### config.mk
export PLATFORM = sky130hd
export DESIGN_NAME = aro_ctrl
export DESIGN_NICKNAME = d
export VERILOG_FILES = /design/src/aro_ctrl.v
export VERILOG_INCLUDE_DIRS = /design/src /design/src/include
export SDC_FILE = /design/constraint.sdc
export NUM_CORES = 1
export LEC_CHECK = 0
export BUFFER_PORTS_ARGS = -buffer_cell sky130_fd_sc_hd__buf_2
export CAP_MARGIN = 20
export CORE_MARGIN = 2
export CORE_UTILIZATION = 41
export DETAILED_ROUTE_END_ITERATION = 12
export PLACE_DENSITY_LB_ADDON = 0.25
export SLEW_MARGIN = 15
export SYNTH_ARGS = -nofsm -noshare
export SYNTH_HDL_FRONTEND = slang
export SYNTH_SLANG_ARGS = --single-unit
### constraint.sdc
create_clock -name core_clk -period 1.7 [get_ports core_clk]
set_input_delay 0.17 -clock core_clk [delete_from_list [all_inputs] [get_ports core_clk]]
set_output_delay 0.17 -clock core_clk [all_outputs]
set_load 0.05 [all_outputs]
### src/include/aro_map.vh
/*
 Register map, field positions and reset values of the analog
 reference and op-amp control block.
 Assumes inclusion by bare name from design files.
*/
`ifndef ARO_MAP_VH
`define ARO_MAP_VH

// ----------------------------------------
// Register byte offsets
// ----------------------------------------
`define ARO_OFF_VREF 4'h0
`define ARO_OFF_OPAMP 4'h4
`define ARO_OFF_CMP2 4'h8
`define ARO_OFF_STAT 4'hc

// ----------------------------------------
// Reference control fields
// ----------------------------------------
`define ARO_VREF_EN 7
`define ARO_VREF_OE1 6
`define ARO_VREF_OE2 5
`define ARO_VREF_RNG 4
`define ARO_VREF_LVL_HI 3
`define ARO_VREF_LVL_LO 0

// ----------------------------------------
// Amplifier and comparator fields
// ----------------------------------------
`define ARO_AMP_ONE 0
`define ARO_AMP_TWO 1
`define ARO_CMP2_NSEL 0

// ----------------------------------------
// Status fields
// ----------------------------------------
`define ARO_ST_REF_ON 0
`define ARO_ST_GND 1
`define ARO_ST_AMP1 2
`define ARO_ST_AMP2 3
`define ARO_ST_SLEEP 4

// ----------------------------------------
// Reset values
// ----------------------------------------
`define ARO_RST_VREF 8'h1f
`define ARO_RST_OPAMP 2'h0
`define ARO_RST_CMP2 1'h1

// ----------------------------------------
// Ladder ratio constants
// ----------------------------------------
`define ARO_LOW_DEN 6'h18
`define ARO_HIGH_DEN 6'h20
`define ARO_HIGH_BASE 6'h08

`endif

### src/aro_ctrl.v
/*
 Control logic for the comparator voltage reference and the two
 op amps, with a classic Wishbone register slave.
 Assumes a single core clock, pin direction latch bits from logic
 on the same clock, and analog switches fed by the outputs here.
*/
`include "aro_map.vh"
`timescale 1ns/1ps
`default_nettype none

module aro_ctrl #(
  parameter AW = 4
) (
  // Clock, reset, enable
  input wire core_clk,
  input wire sys_rst,
  input wire clk_en,
  // Wishbone slave
  input wire wb_cyc_i,
  input wire wb_stb_i,
  input wire wb_we_i,
  input wire [AW-1:0] wb_adr_i,
  input wire [3:0] wb_sel_i,
  input wire [31:0] wb_dat_i,
  output reg [31:0] wb_dat_o,
  output reg wb_ack_o,
  // Core status
  input wire sleep_mode,
  // Port direction latch bits, 1 = input
  input wire dir_ref_pin_one,
  input wire dir_ref_pin_two,
  input wire dir_amp_one_pin,
  input wire dir_amp_two_pin,
  // Reference ladder controls
  output reg ref_power_on,
  output reg ref_low_range_sel,
  output reg [3:0] ref_level_code,
  output reg [15:0] ref_tap_sel,
  output reg [5:0] ref_ratio_num,
  output reg [5:0] ref_ratio_den,
  output reg ref_ground_tie,
  // Reference pin switches
  output reg ref_pin1_drive,
  output reg ref_pin2_drive,
  output reg ref_pin1_port_oe,
  output reg ref_pin2_port_oe,
  // Comparator two input routing
  output reg cmp_two_neg_select,
  output reg cmp_two_neg_ref,
  // Op amps and their pins
  output reg amp_one_enable,
  output reg amp_two_enable,
  output reg amp_one_port_oe,
  output reg amp_two_port_oe
);

  // ----------------------------------------
  // Reset images of the derived outputs
  // ----------------------------------------
  // Register reset values
  localparam [7:0] RST_VREF = `ARO_RST_VREF;
  localparam [1:0] RST_OPAMP = `ARO_RST_OPAMP;
  localparam [0:0] RST_CMP2 = `ARO_RST_CMP2;

  // Outputs leave reset matching the registers they mirror
  localparam [3:0] RST_CODE = RST_VREF[`ARO_VREF_LVL_HI:`ARO_VREF_LVL_LO];
  localparam [0:0] RST_LOW = RST_VREF[`ARO_VREF_RNG];
  localparam [15:0] RST_TAP = 16'h0001 << RST_CODE;
  localparam [5:0] RST_NUM = RST_LOW ? {2'b00, RST_CODE} :
    (`ARO_HIGH_BASE + {2'b00, RST_CODE});
  localparam [5:0] RST_DEN = RST_LOW ? `ARO_LOW_DEN : `ARO_HIGH_DEN;
  localparam [0:0] RST_GND = ~RST_VREF[`ARO_VREF_EN] & RST_LOW & (RST_CODE == 4'h0);

  // ----------------------------------------
  // Register state
  // ----------------------------------------
  reg [7:0] vref_q;
  reg [1:0] opamp_q;
  reg cmp2_q;
  reg [7:0] vref_d;
  reg [1:0] opamp_d;
  reg cmp2_d;
  reg ack_d;
  reg [31:0] rdat_d;
  wire req;
  wire wr_en;
  wire [3:0] adr;
  wire hit_vref;
  wire hit_opamp;
  wire hit_cmp2;
  wire hit_stat;

  // ----------------------------------------
  // Bus decode
  // ----------------------------------------
  // Address decode on the low byte-address bits
  assign adr = wb_adr_i[3:0];
  // Ack in the term keeps a held strobe from a new transfer in its ack cycle
  assign req = wb_cyc_i & wb_stb_i & ~wb_ack_o;
  // Only the low byte lane carries register bits
  assign wr_en = req & wb_we_i & wb_sel_i[0];
  assign hit_vref = (adr == `ARO_OFF_VREF);
  assign hit_opamp = (adr == `ARO_OFF_OPAMP);
  assign hit_cmp2 = (adr == `ARO_OFF_CMP2);
  assign hit_stat = (adr == `ARO_OFF_STAT);

  // ----------------------------------------
  // Derived analog controls
  // ----------------------------------------
  wire ref_en_w;
  wire oe1_w;
  wire oe2_w;
  wire low_w;
  wire [3:0] code_w;
  wire gnd_w;
  wire [5:0] num_w;
  wire [5:0] den_w;
  wire [15:0] tap_w;

  // Field extraction
  assign ref_en_w = vref_q[`ARO_VREF_EN];
  assign oe1_w = vref_q[`ARO_VREF_OE1];
  assign oe2_w = vref_q[`ARO_VREF_OE2];
  assign low_w = vref_q[`ARO_VREF_RNG];
  assign code_w = vref_q[`ARO_VREF_LVL_HI:`ARO_VREF_LVL_LO];

  // One-hot ladder tap, one of 16 per range
  assign tap_w = 16'h0001 << code_w;

  // Ratio of supply: low code/24, high (8+code)/32
  assign num_w = low_w ? {2'b00, code_w} : (`ARO_HIGH_BASE + {2'b00, code_w});
  assign den_w = low_w ? `ARO_LOW_DEN : `ARO_HIGH_DEN;

  // Ground tie when ladder off at code zero, low range
  assign gnd_w = ~ref_en_w & low_w & (code_w == 4'h0);

  // ----------------------------------------
  // Register write path
  // ----------------------------------------
  // Next register values from a bus write
  always @*
  begin
    vref_d = vref_q;
    opamp_d = opamp_q;
    cmp2_d = cmp2_q;
    if (wr_en)
    begin
      if (hit_vref)
      begin
        vref_d = wb_dat_i[7:0];
      end
      if (hit_opamp)
      begin
        opamp_d = wb_dat_i[1:0];
      end
      if (hit_cmp2)
      begin
        cmp2_d = wb_dat_i[`ARO_CMP2_NSEL];
      end
    end
  end

  // Register storage; sleep never clears the enables
  always @(posedge core_clk or posedge sys_rst)
  begin
    if (sys_rst)
    begin
      vref_q <= `ARO_RST_VREF;
      opamp_q <= `ARO_RST_OPAMP;
      cmp2_q <= `ARO_RST_CMP2;
    end
    else if (clk_en)
    begin
      vref_q <= vref_d;
      opamp_q <= opamp_d;
      cmp2_q <= cmp2_d;
    end
  end

  // ----------------------------------------
  // Register read path
  // ----------------------------------------
  // Read mux; unmapped offsets read zero
  always @*
  begin
    rdat_d = 32'h0000_0000;
    ack_d = req;
    if (hit_vref)
    begin
      rdat_d[7:0] = vref_q;
    end
    if (hit_opamp)
    begin
      rdat_d[1:0] = opamp_q;
    end
    if (hit_cmp2)
    begin
      rdat_d[`ARO_CMP2_NSEL] = cmp2_q;
    end
    if (hit_stat)
    begin
      rdat_d[`ARO_ST_REF_ON] = ref_power_on;
      rdat_d[`ARO_ST_GND] = ref_ground_tie;
      rdat_d[`ARO_ST_AMP1] = amp_one_enable;
      rdat_d[`ARO_ST_AMP2] = amp_two_enable;
      rdat_d[`ARO_ST_SLEEP] = sleep_mode;
    end
  end

  // Single-cycle acknowledge with registered data
  always @(posedge core_clk or posedge sys_rst)
  begin
    if (sys_rst)
    begin
      wb_ack_o <= 1'b0;
      wb_dat_o <= 32'h0000_0000;
    end
    else if (clk_en)
    begin
      wb_ack_o <= ack_d;
      if (ack_d)
      begin
        wb_dat_o <= rdat_d;
      end
      else
      begin
        wb_dat_o <= 32'h0000_0000;
      end
    end
  end

  // ----------------------------------------
  // Reference ladder outputs
  // ----------------------------------------
  // Ladder power, range, tap and ratio
  always @(posedge core_clk or posedge sys_rst)
  begin
    if (sys_rst)
    begin
      // Same image as a freshly reset control register
      ref_power_on <= RST_VREF[`ARO_VREF_EN];
      ref_low_range_sel <= RST_LOW;
      ref_level_code <= RST_CODE;
      ref_tap_sel <= RST_TAP;
      ref_ratio_num <= RST_NUM;
      ref_ratio_den <= RST_DEN;
      ref_ground_tie <= RST_GND;
    end
    else if (clk_en)
    begin
      ref_power_on <= ref_en_w;
      ref_low_range_sel <= low_w;
      ref_level_code <= code_w;
      ref_tap_sel <= tap_w;
      ref_ratio_num <= num_w;
      ref_ratio_den <= den_w;
      ref_ground_tie <= gnd_w;
    end
  end

  // ----------------------------------------
  // Reference pin switches
  // ----------------------------------------
  // Analog drive overrides the direction latch
  always @(posedge core_clk or posedge sys_rst)
  begin
    if (sys_rst)
    begin
      ref_pin1_drive <= RST_VREF[`ARO_VREF_OE1];
      ref_pin2_drive <= RST_VREF[`ARO_VREF_OE2];
      ref_pin1_port_oe <= 1'b0;
      ref_pin2_port_oe <= 1'b0;
    end
    else if (clk_en)
    begin
      ref_pin1_drive <= oe1_w;
      ref_pin2_drive <= oe2_w;
      // Port driver only for an output pin not taken by the ladder
      ref_pin1_port_oe <= ~oe1_w & ~dir_ref_pin_one;
      ref_pin2_port_oe <= ~oe2_w & ~dir_ref_pin_two;
    end
  end

  // ----------------------------------------
  // Comparator two routing
  // ----------------------------------------
  // Negative input: reference when select cleared
  always @(posedge core_clk or posedge sys_rst)
  begin
    if (sys_rst)
    begin
      cmp_two_neg_select <= RST_CMP2;
      cmp_two_neg_ref <= ~RST_CMP2;
    end
    else if (clk_en)
    begin
      cmp_two_neg_select <= cmp2_q;
      cmp_two_neg_ref <= ~cmp2_q;
    end
  end

  // ----------------------------------------
  // Op amp enables and pin ownership
  // ----------------------------------------
  // Sleep is no input here, so the enables persist
  // Amp takes the pin; port driver released
  always @(posedge core_clk or posedge sys_rst)
  begin
    if (sys_rst)
    begin
      amp_one_enable <= RST_OPAMP[`ARO_AMP_ONE];
      amp_two_enable <= RST_OPAMP[`ARO_AMP_TWO];
      amp_one_port_oe <= 1'b0;
      amp_two_port_oe <= 1'b0;
    end
    else if (clk_en)
    begin
      amp_one_enable <= opamp_q[`ARO_AMP_ONE];
      amp_two_enable <= opamp_q[`ARO_AMP_TWO];
      amp_one_port_oe <= ~opamp_q[`ARO_AMP_ONE] & ~dir_amp_one_pin;
      amp_two_port_oe <= ~opamp_q[`ARO_AMP_TWO] & ~dir_amp_two_pin;
    end
  end

endmodule // aro_ctrl

`default_nettype wire

==> flow_summary.html <==
<table>
<tr><th>Metric</th><th>Value</th></tr>
<tr><th colspan="2">Placement</th></tr>
<tr><td>Count of port buffers added during placement</td><td>73</td></tr>
<tr><td>Placed inst area</td><td>~3000 um2</td></tr>
<tr><td>Post-detail-place hpwl</td><td>3830 um</td></tr>
<tr><td>Final estimated routing congestion in global placement</td><td>around 0.76</td></tr>
<tr><td>Dpl ws</td><td>a little under 0.009 ns</td></tr>
<tr><td>Placed Cells</td><td>roughly 370</td></tr>
<tr><th colspan="2">CTS</th></tr>
<tr><td>Clock network latency to the later pin of the worst-skew pair</td><td>0.30 ns</td></tr>
<tr><td>Deepest clock path buffer count</td><td>2</td></tr>
<tr><td>Clock Root Buffer</td><td>clkbuf_8</td></tr>
<tr><td>Num CTS Buffers</td><td>5</td></tr>
<tr><td>Clock-pin slew on the worst setup and hold paths</td><td>0.10 ns</td></tr>
<tr><td># H-tree levels</td><td>2</td></tr>
<tr><td>Clock net sink count</td><td>56</td></tr>
<tr><td>Number of instances resized during post-cts repair</td><td>0</td></tr>
<tr><td>TritonCTS clock tree</td><td>yes</td></tr>
<tr><td>Post CTS Setup Buffer Count</td><td>0</td></tr>
<tr><td>Post-CTS Hold Fix Bufs</td><td>1</td></tr>
<tr><th colspan="2">Yosys</th></tr>
<tr><td>Sequential cell area fraction in the yosys report</td><td>0.542</td></tr>
<tr><td>Cell taking the most area after synthesis</td><td>dfrtp_1</td></tr>
<tr><td>Number of distinct library cells after synthesis</td><td>36</td></tr>
<tr><td>Prevailing post-synth register cell</td><td>dfrtp_1</td></tr>
<tr><td>Share of synthesized flip-flops with an asynchronous set or reset</td><td>1.00</td></tr>
<tr><td>Synthesized area per cell</td><td>about 11 um2</td></tr>
<tr><td>Post-synth top cells</td><td>dfrtp_1, buf_4, mux2_2, inv_1, o21ai_0</td></tr>
<tr><td>Most common cell in the netlist</td><td>dfrtp_1</td></tr>
<tr><td>Mapped Cells</td><td>around 230</td></tr>
<tr><td>Count of warnings emitted by yosys</td><td>0</td></tr>
<tr><td>Ranking of synthesized cells by area</td><td>dfrtp_1, dfstp_2, mux2_2</td></tr>
<tr><td>Area fraction of the dominant cell type after synthesis</td><td>0.402</td></tr>
<tr><td>Number of enable flip-flop cells after synthesis</td><td>0</td></tr>
<tr><td>Number of storage elements in the synthesis netlist</td><td>56</td></tr>
<tr><td>Mapped Area</td><td>between 2000 and 3000 um2</td></tr>
<tr><th colspan="2">STA</th></tr>
<tr><td>Number of failing hold endpoints at the final stage</td><td>0</td></tr>
<tr><td>RSZ-0062 raised after global routing</td><td>false</td></tr>
<tr><td>FMAX</td><td>0.642 GHz</td></tr>
<tr><td>Transition time at the pin with the least slew margin</td><td>approximately 0.56 ns</td></tr>
<tr><td>Worst setup skew after layout</td><td>0.00670 ns</td></tr>
<tr><td>Total setup violations reported at the end of the flow</td><td>0</td></tr>
<tr><td>Post-layout minimum cycle time</td><td>~1.6 ns</td></tr>
<tr><td>WHS</td><td>0.0264 ns</td></tr>
<tr><td>Slack of the critical path</td><td>between 0.1 and 0.15 ns</td></tr>
<tr><td>Final Max Slew Viols</td><td>0</td></tr>
<tr><td>Worst slew margin relative to its limit</td><td>0.625</td></tr>
<tr><td>Setup Total Neg Slack</td><td>0 ns</td></tr>
<tr><td>Final clock period utilization by the worst path</td><td>0.916</td></tr>
<tr><th colspan="2">Critical path</th></tr>
<tr><td>Crit Path Category</td><td>reg -&gt; reg</td></tr>
<tr><td>Worst Reg-to-Reg Cells</td><td>3</td></tr>
<tr><td>Crit. End Element</td><td>flop</td></tr>
<tr><td>Crit-path max cell delay</td><td>approximately 0.41 ns</td></tr>
<tr><td>Endpoint of the most critical setup path</td><td>opamp_q[0]$_DFFE_PP0P_</td></tr>
<tr><td>RR Endpoint</td><td>opamp_q[0]$_DFFE_PP0P_</td></tr>
<tr><td>WP data arrival</td><td>roughly 1.8 ns</td></tr>
<tr><td>Cell-by-cell trace of the critical path</td><td>nand4b_4 -&gt; nor4_2 -&gt; mux2_2</td></tr>
<tr><td>Critical Path Source</td><td>wb_ack_o$_DFFE_PP0P_</td></tr>
<tr><td>Top Family by Delay on Critical Path</td><td>simple AND/OR/NAND/NOR gates</td></tr>
<tr><td>Slowest stage cell on the critical path</td><td>dfrtp_1</td></tr>
<tr><td>Logic depth of the worst path, buffers included</td><td>3</td></tr>
<tr><td>Element type at the critical path start</td><td>flop</td></tr>
<tr><td>WP buf/inv</td><td>0</td></tr>
<tr><td>Setup slack, reg-to-reg</td><td>roughly 0.14 ns</td></tr>
<tr><td>Worst reg2reg startpoint</td><td>wb_ack_o$_DFFE_PP0P_</td></tr>
<tr><td>Highest fanout seen on the critical path</td><td>9</td></tr>
<tr><td>Required time of the critical path</td><td>between 1.5 and 2 ns</td></tr>
<tr><th colspan="2">Power and ir drop</th></tr>
<tr><td>Total leakage power</td><td>1.56 nW</td></tr>
<tr><td>Worst-case vdd ir drop</td><td>431 uV</td></tr>
<tr><td>Power, Total</td><td>roughly 2.7 mW</td></tr>
<tr><td>P per Cell Area</td><td>872 nW/um2</td></tr>
<tr><th colspan="2">GRT</th></tr>
<tr><td>First-pass GRT wire length</td><td>~9000 um</td></tr>
<tr><td>Total overflow reported by the global router</td><td>0</td></tr>
<tr><td>Pin count of the biggest net entering global routing</td><td>57</td></tr>
<tr><td>Number of global-route vias before repair</td><td>~1900</td></tr>
<tr><td>Total global-route track usage</td><td>0.160</td></tr>
<tr><td>Antenna violations before repair</td><td>0</td></tr>
<tr><th colspan="2">Route</th></tr>
<tr><td>DR vias</td><td>approximately 1800</td></tr>
<tr><td>Remaining number of nets flagged by the antenna check after routing</td><td>0</td></tr>
<tr><td>Residual DRC</td><td>0</td></tr>
<tr><td>First-iteration detailed-routing DRC count</td><td>between 100 and 150</td></tr>
<tr><td>Overall routed net length</td><td>5330 um</td></tr>
<tr><td>Routed wire per std cell</td><td>between 10 and 15 um</td></tr>
<tr><td>Via count normalized by instance count</td><td>slightly below 5</td></tr>
<tr><td>First-pass iteration count of the detailed router</td><td>4</td></tr>
<tr><th colspan="2">Floorplan</th></tr>
<tr><td>Total die area</td><td>approximately 7000 um2</td></tr>
<tr><td>Die span in y</td><td>around 84 um</td></tr>
<tr><td>I/O pin count</td><td>roughly 130</td></tr>
<tr><td>Floorplan row count</td><td>29</td></tr>
<tr><td>Effective utilization at floorplan</td><td>0.417</td></tr>
<tr><td>Core Region</td><td>about 6300 um2</td></tr>
<tr><td>Overall die width</td><td>~84 um</td></tr>
<tr><th colspan="2">Job</th></tr>
<tr><td>Max Cap Violations</td><td>0</td></tr>
<tr><th colspan="2">Finish</th></tr>
<tr><td>Number of diodes</td><td>0</td></tr>
<tr><td>Total number of nets in the final design</td><td>around 360</td></tr>
<tr><td>Final Non-Filler Cells</td><td>between 300 and 400</td></tr>
<tr><td>Fraction of layout instances using a drive strength above 1</td><td>0.446</td></tr>
<tr><td>Final design instance area without fill</td><td>approximately 3000 um2</td></tr>
<tr><td>Layout-stage area growth over the synthesis result</td><td>17.8%</td></tr>
<tr><td>Core occupancy in the finished layout</td><td>0.491</td></tr>
<tr><th colspan="2">Hold path</th></tr>
<tr><td>Min-delay worst type</td><td>in -&gt; reg</td></tr>
<tr><td>Source of the worst hold timing path</td><td>dir_ref_pin_one</td></tr>
<tr><th colspan="2">Outcome</th></tr>
<tr><td>Result of the run</td><td>complete, no violations</td></tr>
</table>
[cells by family (layout without fill, tap and decap cells)]
logic type,after synthesis,in the layout,share of synthesized area
and+or+nand+nor,45,45,0.108
DFF,56,56,0.542
adders and majority gates,1,1,0.00478
other,1,28,0.00143
buffers and inverters,65,112,0.141
muxes,25,25,0.108
AOI/OAI and AO/OA,38,38,0.0956
[per-layer routing]
layer  GRT usage  up-vias  part of all wire
met2       0.262       67              0.48
li1            -      879                 -
met5           0        -                 0
met4      0.0396        0             0.011
met1       0.218      892              0.46
met3      0.0346        5             0.055
[power breakdown]
| part | total [mW] | leakage (nW) | internal, mW | switching (mW) |
|---|---|---|---|---|
| Sequential | 1.44 | 0.710 | 1.39 | 0.0416 |
| Combinational | 0.547 | 0.810 | 0.121 | 0.426 |
| Clock | 0.706 | 0.0424 | 0.295 | 0.410 |
[state kept, by name, summed over array words and instances (netlist names), 2 cells and up]
signal	flops
ref_level_code	4
opamp_q	2
ref_tap_sel	16
ref_ratio_den	2
wb_dat_o	8
ref_ratio_num	2
vref_q	8
[how the worst min path moves through the flow]
stage | to | cells after the start | slack, ns
after global placement | wb_dat_o[0]$_DFFE_PP0P_ | 3 | 0.25
after floorplan | amp_one_port_oe$_DFFE_PP0P_ | 1 | 0.26
final | ref_pin1_port_oe$_DFFE_PP0P_ | 2 | 0.03
after detailed placement | ref_tap_sel[0]$_DFFE_PP0P_ | 3 | 0.25
after global routing | ref_pin1_port_oe$_DFFE_PP0P_ | 2 | 0.01
after CTS | ref_pin1_port_oe$_DFFE_PP0P_ | 2 | 0.02
[area by class of cell]
| class | instances | area [um2] |
|---|---|---|
| flip-flops and latches | 56 | 1420 |
| clock inverters | 1 | 8.76 |
| inverters | 20 | 75.1 |
| well taps | 77 | 96.3 |
| repair buffers | 84 | 463 |
| clock buffers | 7 | 76.3 |
| fillers | 619 | 3190 |
| multi-input cells | 137 | 946 |
[cell usage in the layout (no fill, tap or decap), types with 2 or more instances in the layout]
master      n
a22o_1      3
a22oi_1     3
buf_2      73
buf_4       9
clkbuf_1    2
clkbuf_8    5
conb_1     28
dfrtp_1    42
dfstp_2    14
inv_1      19
mux2_2     25
nand2_1     7
nand3_1     9
nand4_1     7
nor2_1      3
nor2b_1     5
nor4_1      2
o21ai_0    18
o22ai_1     2
o2bb2ai_1   4
o31ai_1     4
or2_2       2
No activity file was read; power rests on OpenSTA's default activity.
